### src/include/psl_pkg.sv
// Shared constants for the pin select lock and map block
package psl_pkg;

   // Bus geometry
   localparam int ADR_W = 12;               // Byte address width
   localparam int DAT_W = 32;               // Wishbone data width
   localparam int SEL_W = 4;                // Byte select width

   // Selector geometry
   localparam int FIELD_W = 5;              // Selection field, bits 4..0
   localparam int REG_W = 8;                // Architectural register width
   localparam int N_IN_SEL = 28;            // Peripheral input selectors
   localparam int N_OUT_SEL = 17;           // Pin output selectors
   localparam int IN_IDX_W = 5;             // Index width, input selectors
   localparam int OUT_IDX_W = 5;            // Index width, output selectors

   // Register map, byte addresses of word-aligned registers
   localparam logic [ADR_W-1:0] LOCK_ADR = 12'h000;     // Selection lock register
   localparam logic [ADR_W-1:0] IN_BASE_ADR = 12'h040;  // First input selector
   localparam logic [ADR_W-1:0] OUT_BASE_ADR = 12'h100; // First output selector
   localparam int WORD_SHIFT = 2;           // Byte address to word index
   localparam logic [1:0] WORD_ALIGN = 2'h0; // Low address bits of a word

   // Lock register layout
   localparam int LOCK_BIT = 0;             // Lock flag position
   localparam logic LOCK_RESET = 1'b0;      // Lock flag after any reset
   localparam int LANE0 = 0;                // Byte lane holding all data

   // Key sequence values
   localparam logic [REG_W-1:0] KEY_FIRST = 8'h55;
   localparam logic [REG_W-1:0] KEY_SECOND = 8'hAA;

   // Output selector default after power-on
   localparam logic [FIELD_W-1:0] OUT_SEL_RESET = 5'h00;

   // Read value of unmapped space and reserved bits
   localparam logic [DAT_W-1:0] READ_ZERO = 32'h0000_0000;

   // Key sequence progress
   typedef enum logic [1:0]
   {
      PSL_KEY_IDLE = 2'b00,                 // No key seen
      PSL_KEY_GOT_FIRST = 2'b01,            // First key value written
      PSL_KEY_OPEN = 2'b10                  // Next lock write may change the flag
   } psl_key_t;

endpackage

### src/design/psl_pin_select.sv
// Decided for this implementation: the register offsets and the Wishbone register port.
`timescale 1ns/1ps
// Notes on behaviour
// - Lock set freezes all selector values
// - Lock clear lets software change selectors
// - Lock register bits 7..1 read zero
// - Lock flag read/write, zero after any reset
// - Selectors hold 5-bit field, upper bits zero
// - One-shot config: lock cannot be cleared again
// - Power-on restores selections, other resets keep them
// - Selectors always readable, locked or not
module psl_pin_select #(
   parameter logic [psl_pkg::N_IN_SEL*psl_pkg::FIELD_W-1:0] IN_SEL_DEFAULT = '0
)
(
   // Clock and reset
   input wire logic i_clk,
   input wire logic i_srst,
   input wire logic i_por,
   // Configuration
   input wire logic i_one_shot_lock_config,
   // Wishbone slave
   input wire logic i_wb_cyc,
   input wire logic i_wb_stb,
   input wire logic i_wb_we,
   input wire logic [psl_pkg::ADR_W-1:0] i_wb_adr,
   input wire logic [psl_pkg::SEL_W-1:0] i_wb_sel,
   input wire logic [psl_pkg::DAT_W-1:0] i_wb_dat,
   output logic [psl_pkg::DAT_W-1:0] o_wb_dat,
   output logic o_wb_ack,
   // Crossbar selections
   output logic [psl_pkg::N_IN_SEL*psl_pkg::FIELD_W-1:0] o_in_sel,
   output logic [psl_pkg::N_OUT_SEL*psl_pkg::FIELD_W-1:0] o_out_sel,
   output logic o_selection_lock_flag
);
   import psl_pkg::*;

   // Storage
   logic [FIELD_W-1:0] in_sel_reg [N_IN_SEL];   // Peripheral input selectors
   logic [FIELD_W-1:0] out_sel_reg [N_OUT_SEL]; // Pin output selectors
   logic lock_reg;                              // Selection lock flag
   logic lock_next;                             // Flag value after a lock write
   psl_key_t key_reg;                           // Key sequence progress
   psl_key_t key_next;

   // Bus handshake
   logic ack_reg;                               // Registered acknowledge
   logic [DAT_W-1:0] rdat_reg;                  // Registered read data
   logic [DAT_W-1:0] rdat_next;
   logic req;                                   // New request this cycle
   logic wr;                                    // Write taken this cycle

   // Address decode
   logic hit_lock;
   logic hit_in;
   logic hit_out;
   logic [ADR_W-1:0] in_off;
   logic [ADR_W-1:0] out_off;
   logic [IN_IDX_W-1:0] in_idx;
   logic [OUT_IDX_W-1:0] out_idx;
   logic lane0_wr;                              // Write enabled on the data lane

   // One request per bus cycle; ack low for a cycle between requests
   assign req = i_wb_cyc && i_wb_stb && !ack_reg;
   assign wr = req && i_wb_we;
   assign lane0_wr = wr && i_wb_sel[LANE0];

   // Offsets from each selector block base
   assign in_off = i_wb_adr - IN_BASE_ADR;
   assign out_off = i_wb_adr - OUT_BASE_ADR;
   assign in_idx = in_off[IN_IDX_W+WORD_SHIFT-1:WORD_SHIFT];
   assign out_idx = out_off[OUT_IDX_W+WORD_SHIFT-1:WORD_SHIFT];

   // Decode priority: lock, input block, output block, else unmapped
   always_comb
   begin
      hit_lock = 1'b0;
      hit_in = 1'b0;
      hit_out = 1'b0;
      if (i_wb_adr[WORD_SHIFT-1:0] != WORD_ALIGN)
      begin
         // Misaligned addresses are treated as unmapped
         hit_lock = 1'b0;
      end
      else if (i_wb_adr == LOCK_ADR)
      begin
         hit_lock = 1'b1;
      end
      else if (i_wb_adr >= IN_BASE_ADR &&
               in_off < ADR_W'(N_IN_SEL << WORD_SHIFT))
      begin
         hit_in = 1'b1;
      end
      else if (i_wb_adr >= OUT_BASE_ADR &&
               out_off < ADR_W'(N_OUT_SEL << WORD_SHIFT))
      begin
         hit_out = 1'b1;
      end
   end

   // Key sequence and new lock value
   always_comb
   begin
      key_next = key_reg;
      lock_next = lock_reg;
      if (wr)
      begin
         if (!hit_lock || !i_wb_sel[LANE0])
         begin
            // Any other write breaks the sequence
            key_next = PSL_KEY_IDLE;
         end
         else
         begin
            case (key_reg)
               PSL_KEY_IDLE:
               begin
                  key_next = (i_wb_dat[REG_W-1:0] == KEY_FIRST) ?
                             PSL_KEY_GOT_FIRST : PSL_KEY_IDLE;
               end
               PSL_KEY_GOT_FIRST:
               begin
                  // Only the second key right after the first opens it
                  key_next = (i_wb_dat[REG_W-1:0] == KEY_SECOND) ?
                             PSL_KEY_OPEN : PSL_KEY_IDLE;
               end
               PSL_KEY_OPEN:
               begin
                  // One lock update per sequence, then relock the key
                  key_next = PSL_KEY_IDLE;
                  lock_next = i_wb_dat[LOCK_BIT];
                  // One-shot mode: once set it stays until reset
                  if (i_one_shot_lock_config && lock_reg)
                  begin
                     lock_next = 1'b1;
                  end
               end
               default:
               begin
                  key_next = PSL_KEY_IDLE;
               end
            endcase
         end
      end
   end

   // Lock flag and key state; every reset clears both
   always_ff @(posedge i_clk)
   begin
      if (i_srst)
      begin
         lock_reg <= LOCK_RESET;
         key_reg <= PSL_KEY_IDLE;
      end
      else
      begin
         lock_reg <= lock_next;
         key_reg <= key_next;
      end
   end

   // Input selectors; only power-on restores defaults, warm resets keep them
   always_ff @(posedge i_clk)
   begin
      for (int i = 0; i < N_IN_SEL; i++)
      begin
         if (i_srst)
         begin
            if (i_por)
            begin
               in_sel_reg[i] <= IN_SEL_DEFAULT[i*FIELD_W +: FIELD_W];
            end
         end
         else if (lane0_wr && hit_in && !lock_reg && in_idx == IN_IDX_W'(i))
         begin
            // Locked writes fall through here and are dropped quietly
            in_sel_reg[i] <= i_wb_dat[FIELD_W-1:0];
         end
      end
   end

   // Output selectors; same lock and reset treatment as the inputs
   always_ff @(posedge i_clk)
   begin
      for (int i = 0; i < N_OUT_SEL; i++)
      begin
         if (i_srst)
         begin
            if (i_por)
            begin
               out_sel_reg[i] <= OUT_SEL_RESET;
            end
         end
         else if (lane0_wr && hit_out && !lock_reg && out_idx == OUT_IDX_W'(i))
         begin
            out_sel_reg[i] <= i_wb_dat[FIELD_W-1:0];
         end
      end
   end

   // Read mux; no gating by the lock so readback is always possible
   always_comb
   begin
      rdat_next = READ_ZERO;
      if (hit_lock)
      begin
         // Bits above the flag are unimplemented
         rdat_next[LOCK_BIT] = lock_reg;
      end
      else if (hit_in)
      begin
         rdat_next[FIELD_W-1:0] = in_sel_reg[in_idx];
      end
      else if (hit_out)
      begin
         rdat_next[FIELD_W-1:0] = out_sel_reg[out_idx];
      end
   end

   // Acknowledge one cycle after the request, drop it the cycle after
   always_ff @(posedge i_clk)
   begin
      if (i_srst)
      begin
         ack_reg <= 1'b0;
         rdat_reg <= READ_ZERO;
      end
      else
      begin
         ack_reg <= req;
         if (req && !i_wb_we)
         begin
            rdat_reg <= rdat_next;
         end
      end
   end

   // Port drive
   assign o_wb_ack = ack_reg;
   assign o_wb_dat = rdat_reg;
   assign o_selection_lock_flag = lock_reg;

   // Flatten selector arrays onto the crossbar ports
   always_comb
   begin
      for (int i = 0; i < N_IN_SEL; i++)
      begin
         o_in_sel[i*FIELD_W +: FIELD_W] = in_sel_reg[i];
      end
      for (int i = 0; i < N_OUT_SEL; i++)
      begin
         o_out_sel[i*FIELD_W +: FIELD_W] = out_sel_reg[i];
      end
   end

   // Helper state seen only by the checks below
   logic chk_rd_lock_reg;                       // Answer pending is a lock read
   logic chk_rd_sel_reg;                        // Answer pending is a selector read
   always_ff @(posedge i_clk)
   begin
      if (i_srst)
      begin
         chk_rd_lock_reg <= 1'b0;
         chk_rd_sel_reg <= 1'b0;
      end
      else
      begin
         chk_rd_lock_reg <= req && !i_wb_we && hit_lock;
         chk_rd_sel_reg <= req && !i_wb_we && (hit_in || hit_out);
      end
   end

   // Locked: inputs frozen across any cycle without reset
   AST_LOCK_FREEZES_IN: assert property (
      @(posedge i_clk) disable iff (i_srst)
      lock_reg |=> $stable(o_in_sel))
      else $error("input selector changed while locked");

   // Locked: outputs frozen likewise
   AST_LOCK_FREEZES_OUT: assert property (
      @(posedge i_clk) disable iff (i_srst)
      lock_reg |=> $stable(o_out_sel))
      else $error("output selector changed while locked");

   // Unlocked write lands in the addressed input selector
   AST_UNLOCKED_WRITE_IN: assert property (
      @(posedge i_clk) disable iff (i_srst)
      (lane0_wr && hit_in && !lock_reg) |=>
      in_sel_reg[$past(in_idx)] == $past(i_wb_dat[FIELD_W-1:0]))
      else $error("unlocked input selector write lost");

   // Unlocked write lands in the addressed output selector
   AST_UNLOCKED_WRITE_OUT: assert property (
      @(posedge i_clk) disable iff (i_srst)
      (lane0_wr && hit_out && !lock_reg) |=>
      out_sel_reg[$past(out_idx)] == $past(i_wb_dat[FIELD_W-1:0]))
      else $error("unlocked output selector write lost");

   // Lock readback shows only the flag
   AST_LOCK_UPPER_ZERO: assert property (
      @(posedge i_clk) disable iff (i_srst)
      (o_wb_ack && chk_rd_lock_reg) |-> o_wb_dat[DAT_W-1:1] == '0)
      else $error("lock register upper bits not zero");

   // Any reset leaves the lock flag clear
   AST_RESET_CLEARS_LOCK: assert property (
      @(posedge i_clk)
      i_srst |=> !o_selection_lock_flag)
      else $error("lock flag set after reset");

   // Selector readback confined to the 5-bit field
   AST_SEL_UPPER_ZERO: assert property (
      @(posedge i_clk) disable iff (i_srst)
      (o_wb_ack && chk_rd_sel_reg) |-> o_wb_dat[DAT_W-1:FIELD_W] == '0)
      else $error("selector upper bits not zero");

   // Flag moves only on a lock write taken from the open key state
   AST_FLAG_NEEDS_KEY: assert property (
      @(posedge i_clk) disable iff (i_srst)
      $changed(lock_reg) |->
      ($past(key_reg) == PSL_KEY_OPEN && $past(wr && hit_lock)))
      else $error("lock flag changed without key sequence");

   // Lock readback carries the flag as it stood when the read was taken
   AST_LOCK_READBACK: assert property (
      @(posedge i_clk) disable iff (i_srst)
      (o_wb_ack && chk_rd_lock_reg) |-> o_wb_dat[LOCK_BIT] == $past(lock_reg))
      else $error("lock register readback differs from flag");

   // Locked writes still complete, so software sees no error
   AST_LOCKED_WRITE_ACKED: assert property (
      @(posedge i_clk) disable iff (i_srst)
      (wr && lock_reg) |=> o_wb_ack)
      else $error("locked write not acknowledged");

   // One-shot mode: a set flag never clears before reset
   AST_ONE_SHOT_STICKS: assert property (
      @(posedge i_clk) disable iff (i_srst)
      (i_one_shot_lock_config && lock_reg) |=> lock_reg)
      else $error("one-shot lock cleared");

   // Power-on restores input and output defaults
   AST_POR_DEFAULTS: assert property (
      @(posedge i_clk)
      (i_srst && i_por) |=>
      o_out_sel == {N_OUT_SEL{OUT_SEL_RESET}} && o_in_sel == IN_SEL_DEFAULT)
      else $error("power-on did not restore selections");

   // Warm reset keeps selections
   AST_WARM_KEEPS: assert property (
      @(posedge i_clk)
      (i_srst && !i_por) |=> $stable(o_out_sel) && $stable(o_in_sel))
      else $error("warm reset changed selections");

   // Reads answer in one cycle whatever the lock
   AST_READ_ANSWERS: assert property (
      @(posedge i_clk) disable iff (i_srst)
      (req && !i_wb_we) |=> o_wb_ack ##1 !o_wb_ack)
      else $error("read not answered in one cycle");

   // Main scenarios
   COV_LOCK_SET: cover property (
      @(posedge i_clk) disable iff (i_srst) !lock_reg ##1 lock_reg);
   COV_LOCKED_WRITE: cover property (
      @(posedge i_clk) disable iff (i_srst) lane0_wr && hit_out && lock_reg);
   COV_UNLOCK: cover property (
      @(posedge i_clk) disable iff (i_srst) lock_reg ##1 !lock_reg);
   // Selector write with the data lane disabled, which must be ignored
   COV_LANE_SKIPPED: cover property (
      @(posedge i_clk) disable iff (i_srst) wr && hit_out && !i_wb_sel[LANE0]);
   COV_ONE_SHOT_REFUSE: cover property (
      @(posedge i_clk) disable iff (i_srst)
      key_reg == PSL_KEY_OPEN && wr && hit_lock && !i_wb_dat[LOCK_BIT] &&
      lock_reg && i_one_shot_lock_config);

endmodule

### config.mk
export PLATFORM = sky130hd
export DESIGN_NAME = psl_pin_select
export DESIGN_NICKNAME = d
export VERILOG_FILES = /design/src/include/psl_pkg.sv /design/src/design/psl_pin_select.sv
export SDC_FILE = /design/constraint.sdc
export NUM_CORES = 1
export LEC_CHECK = 0
export ABC_AREA = 1
export BUFFER_PORTS_ARGS = -buffer_cell sky130_fd_sc_hd__buf_2
export CAP_MARGIN = 30
export CORE_ASPECT_RATIO = 1.2
export CORE_MARGIN = 4
export CORE_UTILIZATION = 30
export CTS_BUF_LIST = sky130_fd_sc_hd__clkbuf_8 sky130_fd_sc_hd__clkbuf_16
export CTS_CLUSTER_DIAMETER = 200
export CTS_CLUSTER_SIZE = 20
export DETAILED_ROUTE_END_ITERATION = 16
export SLEW_MARGIN = 15
export SYNTH_ARGS = -nofsm -noshare
export SYNTH_HDL_FRONTEND = slang
export SYNTH_SLANG_ARGS = --single-unit
### constraint.sdc
create_clock -name i_clk -period 2.6 [get_ports i_clk]
set_clock_uncertainty 0.05 [all_clocks]
set_input_delay 0.39 -clock i_clk [delete_from_list [all_inputs] [get_ports i_clk]]
set_output_delay 0.39 -clock i_clk [all_outputs]
set_load 0.005 [all_outputs]
After elaboration in Yosys (flattened, before gate mapping):

Memories as Yosys holds them, arrays and structs flattened.
Cells that the tools add are included.

* memory bits (writable): 225
* output and inout port bits: 259
* memories kept: 2
* flip-flop bits (word level): 9
* input port bits: 55

* add/subtract/negate cells: 2
* reductions and logical operators: 69
* $lt $le $gt $ge: 4
* muxes and demuxes: 201
* equal/unequal tests: 47
* bitwise gates (word level): 46

Memories
* in_sel_reg: depth 28, width 5, read ports 29, clocked after memory_dff 0, wr ports 28, line psl_pin_select.sv:39 `logic [FIELD_W-1:0] in_sel_reg [N_IN_SEL];`
* out_sel_reg: depth 17, width 5, read ports 18, clocked after memory_dff 0, wr ports 17, line psl_pin_select.sv:40 `logic [FIELD_W-1:0] out_sel_reg [N_OUT_SEL];`

Operators by type and width (count)
* $mux W5: 47
* $mux W1: 150
* $eq A5 B4 Y1 const B: 16
* $eq A5 B5 Y1 const B: 13
* $logic_and A1 B1 Y1: 57
* $or A1 B1 Y1: 45
* $eq A5 B3 Y1 const B: 8
* $lt A12 B7 Y1 const B: 2
* $eq A5 B2 Y1 const B: 4
* $ge A12 B7 Y1 const B: 1
* $ge A12 B9 Y1 const B: 1
* $logic_not A12 Y1: 1
* $sub A12 B7 Y12 const B: 1
* $sub A12 B9 Y12 const B: 1
* $eq A5 B1 Y1 const B: 2
* $logic_not A5 Y1: 2
* $eq A8 B7 Y1 const B: 1
* $eq A8 B8 Y1 const B: 1
* $logic_not A1 Y1: 5
* $mux W2: 2
* $mux W4: 1
* $pmux W2 S2: 1
* $reduce_and A3 Y1: 1
* $eq A2 B1 Y1 const B: 1
* 5 further kinds: 5

Longest topological paths before layout:

Gate-level depths: netlist (run 1).

* depth in word-level cells: 14
* gate-level depth with buffers: 15

Worst setup path before layout (run 1):

OpenSTA, ideal clock, no wires.

* path type: input port to flip-flop
* start: in i_wb_adr[6] in the netlist's numbering
* end: mem in_sel_reg[24][0], enable pin
* slack: -0.030 ns
* path buffers: 2
* arrival: 2.267 ns
* required time: 2.236 ns
* stages: 12
* path through: inv_2 clkbuf_1 ha_1 nand2_1 nor2_1 nand3_2 nor2_4 nand2_1 nor2_1 buf_2 nand2_1 nand2_1

RTL lines
* start: declaration: line psl_pin_select.sv:26 `input wire logic [psl_pkg::ADR_W-1:0] i_wb_adr,`
* end: declaration: line psl_pin_select.sv:39

==> results of run 1 <==
-- cell type report --
cell class / instances / area share, %
Sequential cell: 234 / 49.2
Multi-Input combinational cell: 941 / 27.5
Timing Repair Buffer: 345 / 14.9
Tap cell: 474 / 4.21
Clock buffer: 15 / 2.66
Inverter: 52 / 1.39
Clock inverter: 6 / 0.195
-- power breakdown --
group	leakage (uW)	internal, uW	switching, uW
Combinational	0.00400	283	607
Sequential	0.00206	4270	111
Clock	0.000216	1050	1270
Total	0.00628	5600	1990
-- worst reg2reg max path, cell delays in order (launching register included) --
cell	delay [ns]
dfxtp_1	0.32
nor2_1	0.10
inv_1	0.07
nor2_1	0.12
nand2_1	0.17
nor2_1	0.22
nand2_1	0.13
nor2_1	0.21
buf_12	0.18
nand2_1	0.09
nand2_1	0.24
-- cell usage after synthesis (2+ instances only) --
cell / count
nor2_1: 463
nand2_1: 346
edfxtp_1: 225
clkbuf_1: 44
inv_1: 40
buf_4: 28
nand3_1: 22
a21oi_1: 13
nand2_2: 13
nand4_1: 12
o21ai_0: 11
inv_2: 10
nand2_4: 10
dfxtp_1: 9
buf_1: 6
a22oi_1: 4
buf_2: 4
ha_1: 4
nor3_1: 4
buf_6: 3
nor2_4: 3
o22ai_1: 3
clkinv_1: 2
-- routing by layer --
metal	up-vias	part of all wire (%)	wire, microns	track usage [%]
met5	-	0.029	13	0
met4	2	1.7	758	3.79
met3	46	8.9	3940	4.29
met1	4834	40	17900	27.6
li1	4652	-	-	-
met2	451	49	21700	35.9
-- stage by stage --
step	setup slack, ns	std cells	util [%]	total power, uW
3_5_place_dp	0.110	2046	36.9	5360
6_report	0.381	2067	38.0	7590
5_1_grt	0.182	2067	38.0	7880
3_3_place_gp	0.125	2046	36.9	5350
2_1_floorplan	0.0557	1312	-	4860
4_1_cts	0.400	2067	38.0	7640
-- cells by family after synthesis --
logic type / after synthesis / share of synthesized area [%]
adder cells (fa/ha/maj): 4 / 0.441
AO/OA/AOI/OAI: 32 / 1.63
flip-flops: 234 / 61.1
other: 1 / 0.0330
buffers and inverters: 137 / 5.70
AND/OR/NAND/NOR: 878 / 31.1
-- path summary, 6_finish.rpt --
path | end | depth (start not counted) | slack [ns] | startpoint
worst max register to register | in_sel_reg[24][2] | 10 | 0.38 | o_wb_ack
worst min-delay path | o_wb_dat[1] | 4 | 0.15 | i_wb_we
worst max-delay path | in_sel_reg[24][2] | 10 | 0.38 | o_wb_ack
worst min register to register | o_wb_dat[1] | 2 | 0.43 | o_wb_dat[1]
==> run summary, run 1 <==
final-layout setup total negative slack -> 0 ns
Setup crit start kind -> flop
detailed-route wire length per cell -> 21.4 microns
Vias/cell -> 4.83
cells resized by post-CTS repair -> 0
vertical extent of the die -> 221 microns
#FFs+latches synth -> 234
biggest area contributors in the synthesized netlist -> edfxtp_1 60%, nor2_1 15%, nand2_1 11%, buf_4 1.9%, dfxtp_1 1.6%
maximum fanout along the worst path -> 12
cts hold-fix bufs -> 0
class of the worst hold path -> in2reg
Maximum Capacitance Violations -> 0
total global-route track usage -> 20.9%
share of final-layout standard cells stronger than drive strength 1 -> 25.2%
overall die area -> 41000 sq um
worst path required time -> 2.72 ns
Starting Density -> 30.6%
Static Leak -> 0.00628 uW
smallest hold slack -> 0.149 ns
number of clock sinks -> 234
Main synth FF type -> edfxtp_1
horizontal die dimension -> 186 microns
final count of pins violating max slew -> 0
Worst Setup Path Type -> reg2reg
cell area reported after detailed placement -> 13700 sq um
final hold vios -> 0
master cell of the clock root buffer -> clkbuf_16
via count -> 9985
largest net degree at the start of global routing -> 46
floorplan core area -> 37100 sq um
slowest cell delay on critical path -> 0.32 ns
CTS buffer count -> 15
count of TritonRoute iterations in the first routing pass -> 5
number of distinct library cell variants in the gate-level netlist after synthesis -> 30
1st-iter DRT viols -> 850
detailed-route DRC error count -> 0
mapped cell area -> 11400 sq um
peak supply drop -> 0.378 mV
maximum clock frequency -> 0.451 GHz
Post-CTS Setup Repair Bufs -> 0
power per cell area -> 539 nW/um^2
clock-pin transition on the worst setup and hold timing paths -> 0.09 ns
Tmin final -> 2.22 ns
wire length of the first global-routing pass -> 64.1 mm
data arrival time of the critical path -> 2.34 ns
clock latency reported for the late side of the worst-skew pair -> 0.49 ns
area occupied by multi-input gates -> 3870 sq um
buffer levels on the longest clock path -> 3
final estimated routing congestion in global placement -> 0.880
Post-synth EDFFs -> 225
synthesized area per cell -> 8.83 sq um
commonest cells after routing, fill and taps aside -> 463 x nor2_1, 346 x nand2_1, 259 x buf_2
final antenna diode count -> 0
DPL Wire Length -> 33.2 mm
family of cells with the greatest summed delay on the critical path -> simple AND/OR/NAND/NOR gates
area share of the largest cell type after synthesis -> 59.5%
count of mapped cells out of synthesis -> 1286
clock tree from TritonCTS -> built
Area Growth Syn to Fin -> 24.1%
buffers and inverters on the worst path -> 2
filler cell count -> 3774
number of antenna violations at the first check in global routing -> 2
number of nets with antenna violations after detailed routing -> 0
Tcrit/Tclk final -> 85.4%
Slew HR -> 50.5%
flip-flop count of the largest register, all copies and words added -> 140
async set or reset register ratio after synthesis -> 0%
via count of the first global-routing pass -> 9844
leading cell type in the layout, fill and taps excluded -> nor2_1
final wirelength -> 44.3 mm
remaining global-route overflow -> 0
Synthesis Warnings -> 0
CTS H-tree lvls -> 1
setup repair after global routing missed its margin -> false
total number of placement rows -> 77
number of I/O port buffers -> 259
nets -> 1648
Critical Path, Cell by Cell -> nor2_1, inv_1, nor2_1, nand2_1, nor2_1, nand2_1, nor2_1, buf_12, nand2_1, nand2_1
sequential share of the synthesized area -> 61.1%
transition time of the tightest slew-check pin -> 0.739 ns
type of destination of the critical path -> flop
Setup Viol. Count Final -> 0
Non-Filler Cell Area, Final -> 14100 sq um
cell type with the highest aggregate area in the netlist -> edfxtp_1
I/O pins -> 314
Storage cell area -> 6940 sq um
slowest CP cell -> dfxtp_1
status -> completed
Power figures use the tool's default switching activity.
==> run 2: changes to the inputs <==
- MAX_ROUTING_LAYER: unset -> met4
==> run 2 against run 1 <==
Effect of this change:
- register-to-register slack about the same
- count of clock-buffer cells in the layout did not move
- worst hold slack better by 0.0037 ns
- largest power group unchanged
- first-iteration DRC count decreased by 4.2%
- highest routed layer is now met4
==> run summary, run 2 (synthesis gave the netlist of run 1 again) <==
final hold vios -> 0
leading cell type in the layout, fill and taps excluded -> nor2_1
Clk network pwr share -> 30.5%
clock tree from TritonCTS -> built
fraction of power spent switching nets -> 26.1%
total number of placement rows -> 77
total global-route track usage -> 21.5%
nets -> 1648
via count of the first global-routing pass -> 9835
overall die area -> 41000 sq um
setup repair after global routing missed its margin -> false
detailed-route DRC error count -> 0
Starting Density -> 30.6%
Critical Path, Cell by Cell -> nor2_1, inv_1, nor2_1, nand2_1, nor2_1, nand2_1, nor2_1, buf_12, nand2_1, nand2_1
horizontal die dimension -> 186 microns
I/O pins -> 314
buffers and inverters on the worst path -> 2
largest net degree at the start of global routing -> 46
status -> completed
Tcrit/Tclk final -> 85.0%
final wirelength -> 44.3 mm
transition time of the tightest slew-check pin -> 0.713 ns
floorplan core area -> 37100 sq um
launch instance of the worst register-to-register path -> o_wb_ack
Vias/cell -> 4.82
peak supply drop -> 0.383 mV
Worst Setup Path Type -> reg2reg
type of destination of the critical path -> flop
hold path startpoint -> i_wb_we
number of I/O port buffers -> 259
via count -> 9958
clock-pin transition on the worst setup and hold timing paths -> 0.09 ns
cts hold-fix bufs -> 0
slowest CP cell -> dfxtp_1
maximum fanout along the worst path -> 12
number of cells traversed by the worst hold path -> 4
DPL Wire Length -> 33.2 mm
class of the worst hold path -> in2reg
Internal Pwr Total -> 5600 uW
remaining global-route overflow -> 0
Tmin final -> 2.21 ns
buffer levels on the longest clock path -> 3
Area Growth Syn to Fin -> 24.1%
register-to-register setup slack -> 0.39 ns
critical path depth in cells -> 10
switching power summed over all nets -> 1980 uW
filler cell count -> 3776
family of cells with the greatest summed delay on the critical path -> simple AND/OR/NAND/NOR gates
Power Total -> 7580 uW
commonest cells after routing, fill and taps aside -> 463 x nor2_1, 346 x nand2_1, 259 x buf_2
count of TritonRoute iterations in the first routing pass -> 5
reg2reg path depth -> 10
number of clock sinks -> 234
detailed-route wire length per cell -> 21.4 microns
Maximum Capacitance Violations -> 0
vertical extent of the die -> 221 microns
share of final-layout standard cells stronger than drive strength 1 -> 25.2%
Static Leak -> 0.00628 uW
worst r2r dst -> in_sel_reg[24][2]
data arrival time of the critical path -> 2.33 ns
cells resized by post-CTS repair -> 0
final estimated routing congestion in global placement -> 0.895
power per cell area -> 538 nW/um^2
final count of pins violating max slew -> 0
final-layout setup total negative slack -> 0 ns
flip-flop count of the largest register, all copies and words added -> 140
CTS H-tree lvls -> 1
master cell of the clock root buffer -> clkbuf_16
worst path required time -> 2.72 ns
Post-CTS Setup Repair Bufs -> 0
Slew HR -> 52.3%
CTS buffer count -> 15
Setup crit start kind -> flop
number of nets with antenna violations after detailed routing -> 0
maximum clock frequency -> 0.452 GHz
worst hold endpoint -> o_wb_dat[1]
sequential power share -> 57.8%
number of antenna violations at the first check in global routing -> 2
slowest cell delay on critical path -> 0.32 ns
1st-iter DRT viols -> 814
Setup Viol. Count Final -> 0
combinational share of power -> 11.8%
clock latency reported for the late side of the worst-skew pair -> 0.49 ns
wire length of the first global-routing pass -> 64.1 mm
## run 2: cell count changes in the layout (fill, tap and decap cells not counted), sizes merged
cell	previous run	this run
diode	0	1
## run 2: cell type report
type | count | area [sq um] | area share [%]
Inverter | 52 | 195 | 1.39
Multi-Input combinational cell | 941 | 3870 | 27.4
Tap cell | 474 | 593 | 4.21
Clock buffer | 15 | 375 | 2.66
Clock inverter | 6 | 27.5 | 0.195
Sequential cell | 234 | 6940 | 49.2
Timing Repair Buffer | 345 | 2090 | 14.8
Antenna cell | 1 | 2.50 | 0.0178
## run 2: how the worst max path moves through the flow
stage	to	start	slack, ns
after detailed placement	in_sel_reg[24][3]	i_wb_adr[6]	0.11
after CTS	in_sel_reg[24][2]	o_wb_ack	0.40
after global routing	in_sel_reg[8][4]	o_wb_ack	0.18
after global placement	in_sel_reg[24][3]	i_wb_adr[6]	0.13
final	in_sel_reg[24][2]	o_wb_ack	0.39
after floorplan	in_sel_reg[24][0]	i_wb_adr[6]	0.06
## run 2: power groups by stage
stage	Clock [uW]	Combinational, uW	Sequential (uW)
after floorplan	0	425	4440
after global placement	0	887	4460
after detailed placement	0	896	4460
after CTS	2370	900	4380
after global routing	2510	980	4390
final	2310	890	4380
## run 2: metal layers
| metal | GRT usage, % | wire (microns) |
|---|---|---|
| met5 | - | 0 |
| met4 | 3.55 | 690 |
| met3 | 3.91 | 3590 |
| met2 | 36.1 | 21700 |
| met1 | 27.8 | 18300 |
## run 2: stage by stage
step	setup WS, ns	util, %	hold WS, ns	instance area, sq um	instances
after floorplan	0.0557	-	0.407	11500	1312
after global placement	0.125	36.9	0.410	13700	2046
after detailed placement	0.110	36.9	0.415	13700	2046
after CTS	0.400	38.0	0.129	14100	2067
after global routing	0.179	38.0	0.145	14100	2068
final	0.389	38.0	0.152	14100	2068
## run 2: worst reg2reg max path, cell delays in order (launching register included)
cell and delay [ns]:
dfxtp_1 0.32, nor2_1 0.10, inv_1 0.07, nor2_1 0.12, nand2_1 0.18, nor2_1 0.22, nand2_1 0.13, nor2_1 0.20
buf_12 0.18, nand2_1 0.09, nand2_1 0.24
==> run 3: changes to the inputs <==
- CORE_UTILIZATION: 30 -> 48
- PLACE_DENSITY: unset -> 0.77
==> run 3 against run 2 <==
Effect of this change:
- utilization up 21 points
- first-iteration DRC count is 40% higher
- cell count fell by 8.3%
- critical path depth unchanged
- design area shrank 2.1%
- largest cell class unchanged
- sequential share of layout area up 1.1 points
- worst hold slack better by 0.015 ns
- count of clock-buffer cells in the layout stayed put
- critical endpoint is now in_sel_reg[27][3]
- via count rose by 0.96%
- setup slack lost 0.0078 ns
==> run summary, run 3 (synthesis gave the netlist of run 1 again) <==
status -> completed
worst path required time -> 2.72 ns
class of the worst hold path -> in2reg
Worst Setup Path Type -> reg2reg
met2 layer usage reported by global route -> 48.4%
detailed-route DRC error count -> 0
power per cell area -> 542 nW/um^2
Static Leak -> 0.00622 uW
CP Launch Point -> o_wb_ack
CTS H-tree lvls -> 1
final estimated routing congestion in global placement -> 0.934
Tcrit/Tclk final -> 85.3%
hold path startpoint -> i_wb_dat[6]
Setup Viol. Count Final -> 0
Internal Pwr Total -> 5590 uW
fraction of power spent switching nets -> 25.1%
filler cell count -> 2029
final hold vios -> 0
final core utilization -> 59.4%
number of I/O port buffers -> 259
leading cell type in the layout, fill and taps excluded -> nor2_1
number of antenna violations at the first check in global routing -> 2
overall die area -> 26200 sq um
launch instance of the worst register-to-register path -> o_wb_ack
total global-route track usage -> 29.3%
Tmin final -> 2.22 ns
buffer levels on the longest clock path -> 3
met1 capacity usage during global routing -> 36.4%
count of TritonRoute iterations in the first routing pass -> 6
transition time of the tightest slew-check pin -> 0.715 ns
worst hold endpoint -> key_reg[1]
commonest cells after routing, fill and taps aside -> 463 x nor2_1, 346 x nand2_1, 259 x buf_2
nets -> 1634
type of destination of the critical path -> flop
clock tree from TritonCTS -> built
combinational share of power -> 11.4%
flip-flop count of the largest register, all copies and words added -> 140
Non-Filler Cell Area, Final -> 13800 sq um
Post-CTS Setup Repair Bufs -> 0
sequential power share -> 58.6%
data arrival time of the critical path -> 2.34 ns
1st-iter DRT viols -> 1136
post-route insts no fill -> 1896
peak supply drop -> 0.485 mV
clock-pin transition on the worst setup and hold timing paths -> 0.08 ns
register-to-register setup slack -> 0.38 ns
floorplan core area -> 23200 sq um
wire length of the first global-routing pass -> 56.0 mm
cells resized by post-CTS repair -> 0
Inst Count DP -> 1873
remaining global-route overflow -> 0
smallest hold slack -> 0.167 ns
I/O pins -> 314
master cell of the clock root buffer -> clkbuf_16
via count -> 10100
DPL Wire Length -> 28.4 mm
Area Growth Syn to Fin -> 21.4%
Vias/cell -> 5.30
share of final-layout standard cells stronger than drive strength 1 -> 24.6%
Most Crowded Layer GR -> met2
largest net degree at the start of global routing -> 46
Clk network pwr share -> 30.0%
global routing usage on met3 -> 4.29%
number of nets with antenna violations after detailed routing -> 0
area occupied by multi-input gates -> 3870 sq um
Storage cell area -> 6940 sq um
worst r2r dst -> in_sel_reg[27][3]
Power Total -> 7470 uW
number of clock sinks -> 234
number of cells traversed by the worst hold path -> 4
CTS buffer count -> 15
clock latency reported for the late side of the worst-skew pair -> 0.49 ns
final wirelength -> 38.2 mm
maximum fanout along the worst path -> 12
switching power summed over all nets -> 1880 uW
Starting Density -> 48.9%
reg2reg path depth -> 10
Slew HR -> 52.2%
vertical extent of the die -> 176 microns
cell area reported after detailed placement -> 13400 sq um
maximum clock frequency -> 0.451 GHz
Maximum Capacitance Violations -> 0
final count of pins violating max slew -> 0
setup repair after global routing missed its margin -> false
cts hold-fix bufs -> 0
Setup crit start kind -> flop
via count of the first global-routing pass -> 9626
detailed-route wire length per cell -> 20.2 microns
total number of placement rows -> 61
horizontal die dimension -> 148 microns
run 3: cell types whose count changed in the layout (fill, tap and decap cells not counted), sizes merged:
cell   before  now
buf       345  331
diode       1    2
run 3: stage by stage:
step,worst slack [ns],setup TNS (ns)
finish,0.382,0
global route,0.185,0
CTS,0.340,0
detailed placement,-0.0120,-0.0597
global placement,0.0210,0
floorplan,0.0557,0
run 3: area by class of cell:
type                            count  area share [%]
Tap cell                          315            2.86
Inverter                           52            1.42
Antenna cell                        2          0.0363
Multi-Input combinational cell    941            28.0
Timing Repair Buffer              331            14.4
Clock buffer                       15            2.72
Sequential cell                   234            50.3
Clock inverter                      6           0.200
run 3: per-layer routing:
metal  vias up  share of wire, %
li1       4629                 -
met1      4617                36
met2       701                48
met3       107                11
met4         0               4.7
met5         -                 0
run 3: worst max-delay path, cell delays in order (launching register included):
cell,delay [ns]
dfxtp_1,0.32
nor2_1,0.09
inv_1,0.08
nor2_1,0.13
nand2_1,0.16
nor2_1,0.22
nand2_1,0.14
nor2_1,0.15
buf_4,0.23
nand2_1,0.10
nand2_1,0.23
run 3: how the worst max path moves through the flow:
| stage | end |
|---|---|
| 6_report | in_sel_reg[27][3] |
| 5_1_grt | in_sel_reg[27][3] |
| 4_1_cts | in_sel_reg[27][3] |
| 3_5_place_dp | in_sel_reg[27][3] |
| 3_3_place_gp | in_sel_reg[20][4] |
| 2_1_floorplan | in_sel_reg[24][0] |
run 3: power groups by stage:
stage	Sequential [uW]	Clock [uW]	Combinational, uW
after floorplan	4440	0	425
after global placement	4460	0	834
after detailed placement	4460	0	845
after CTS	4370	2260	846
after global routing	4390	2390	926
final	4370	2240	852
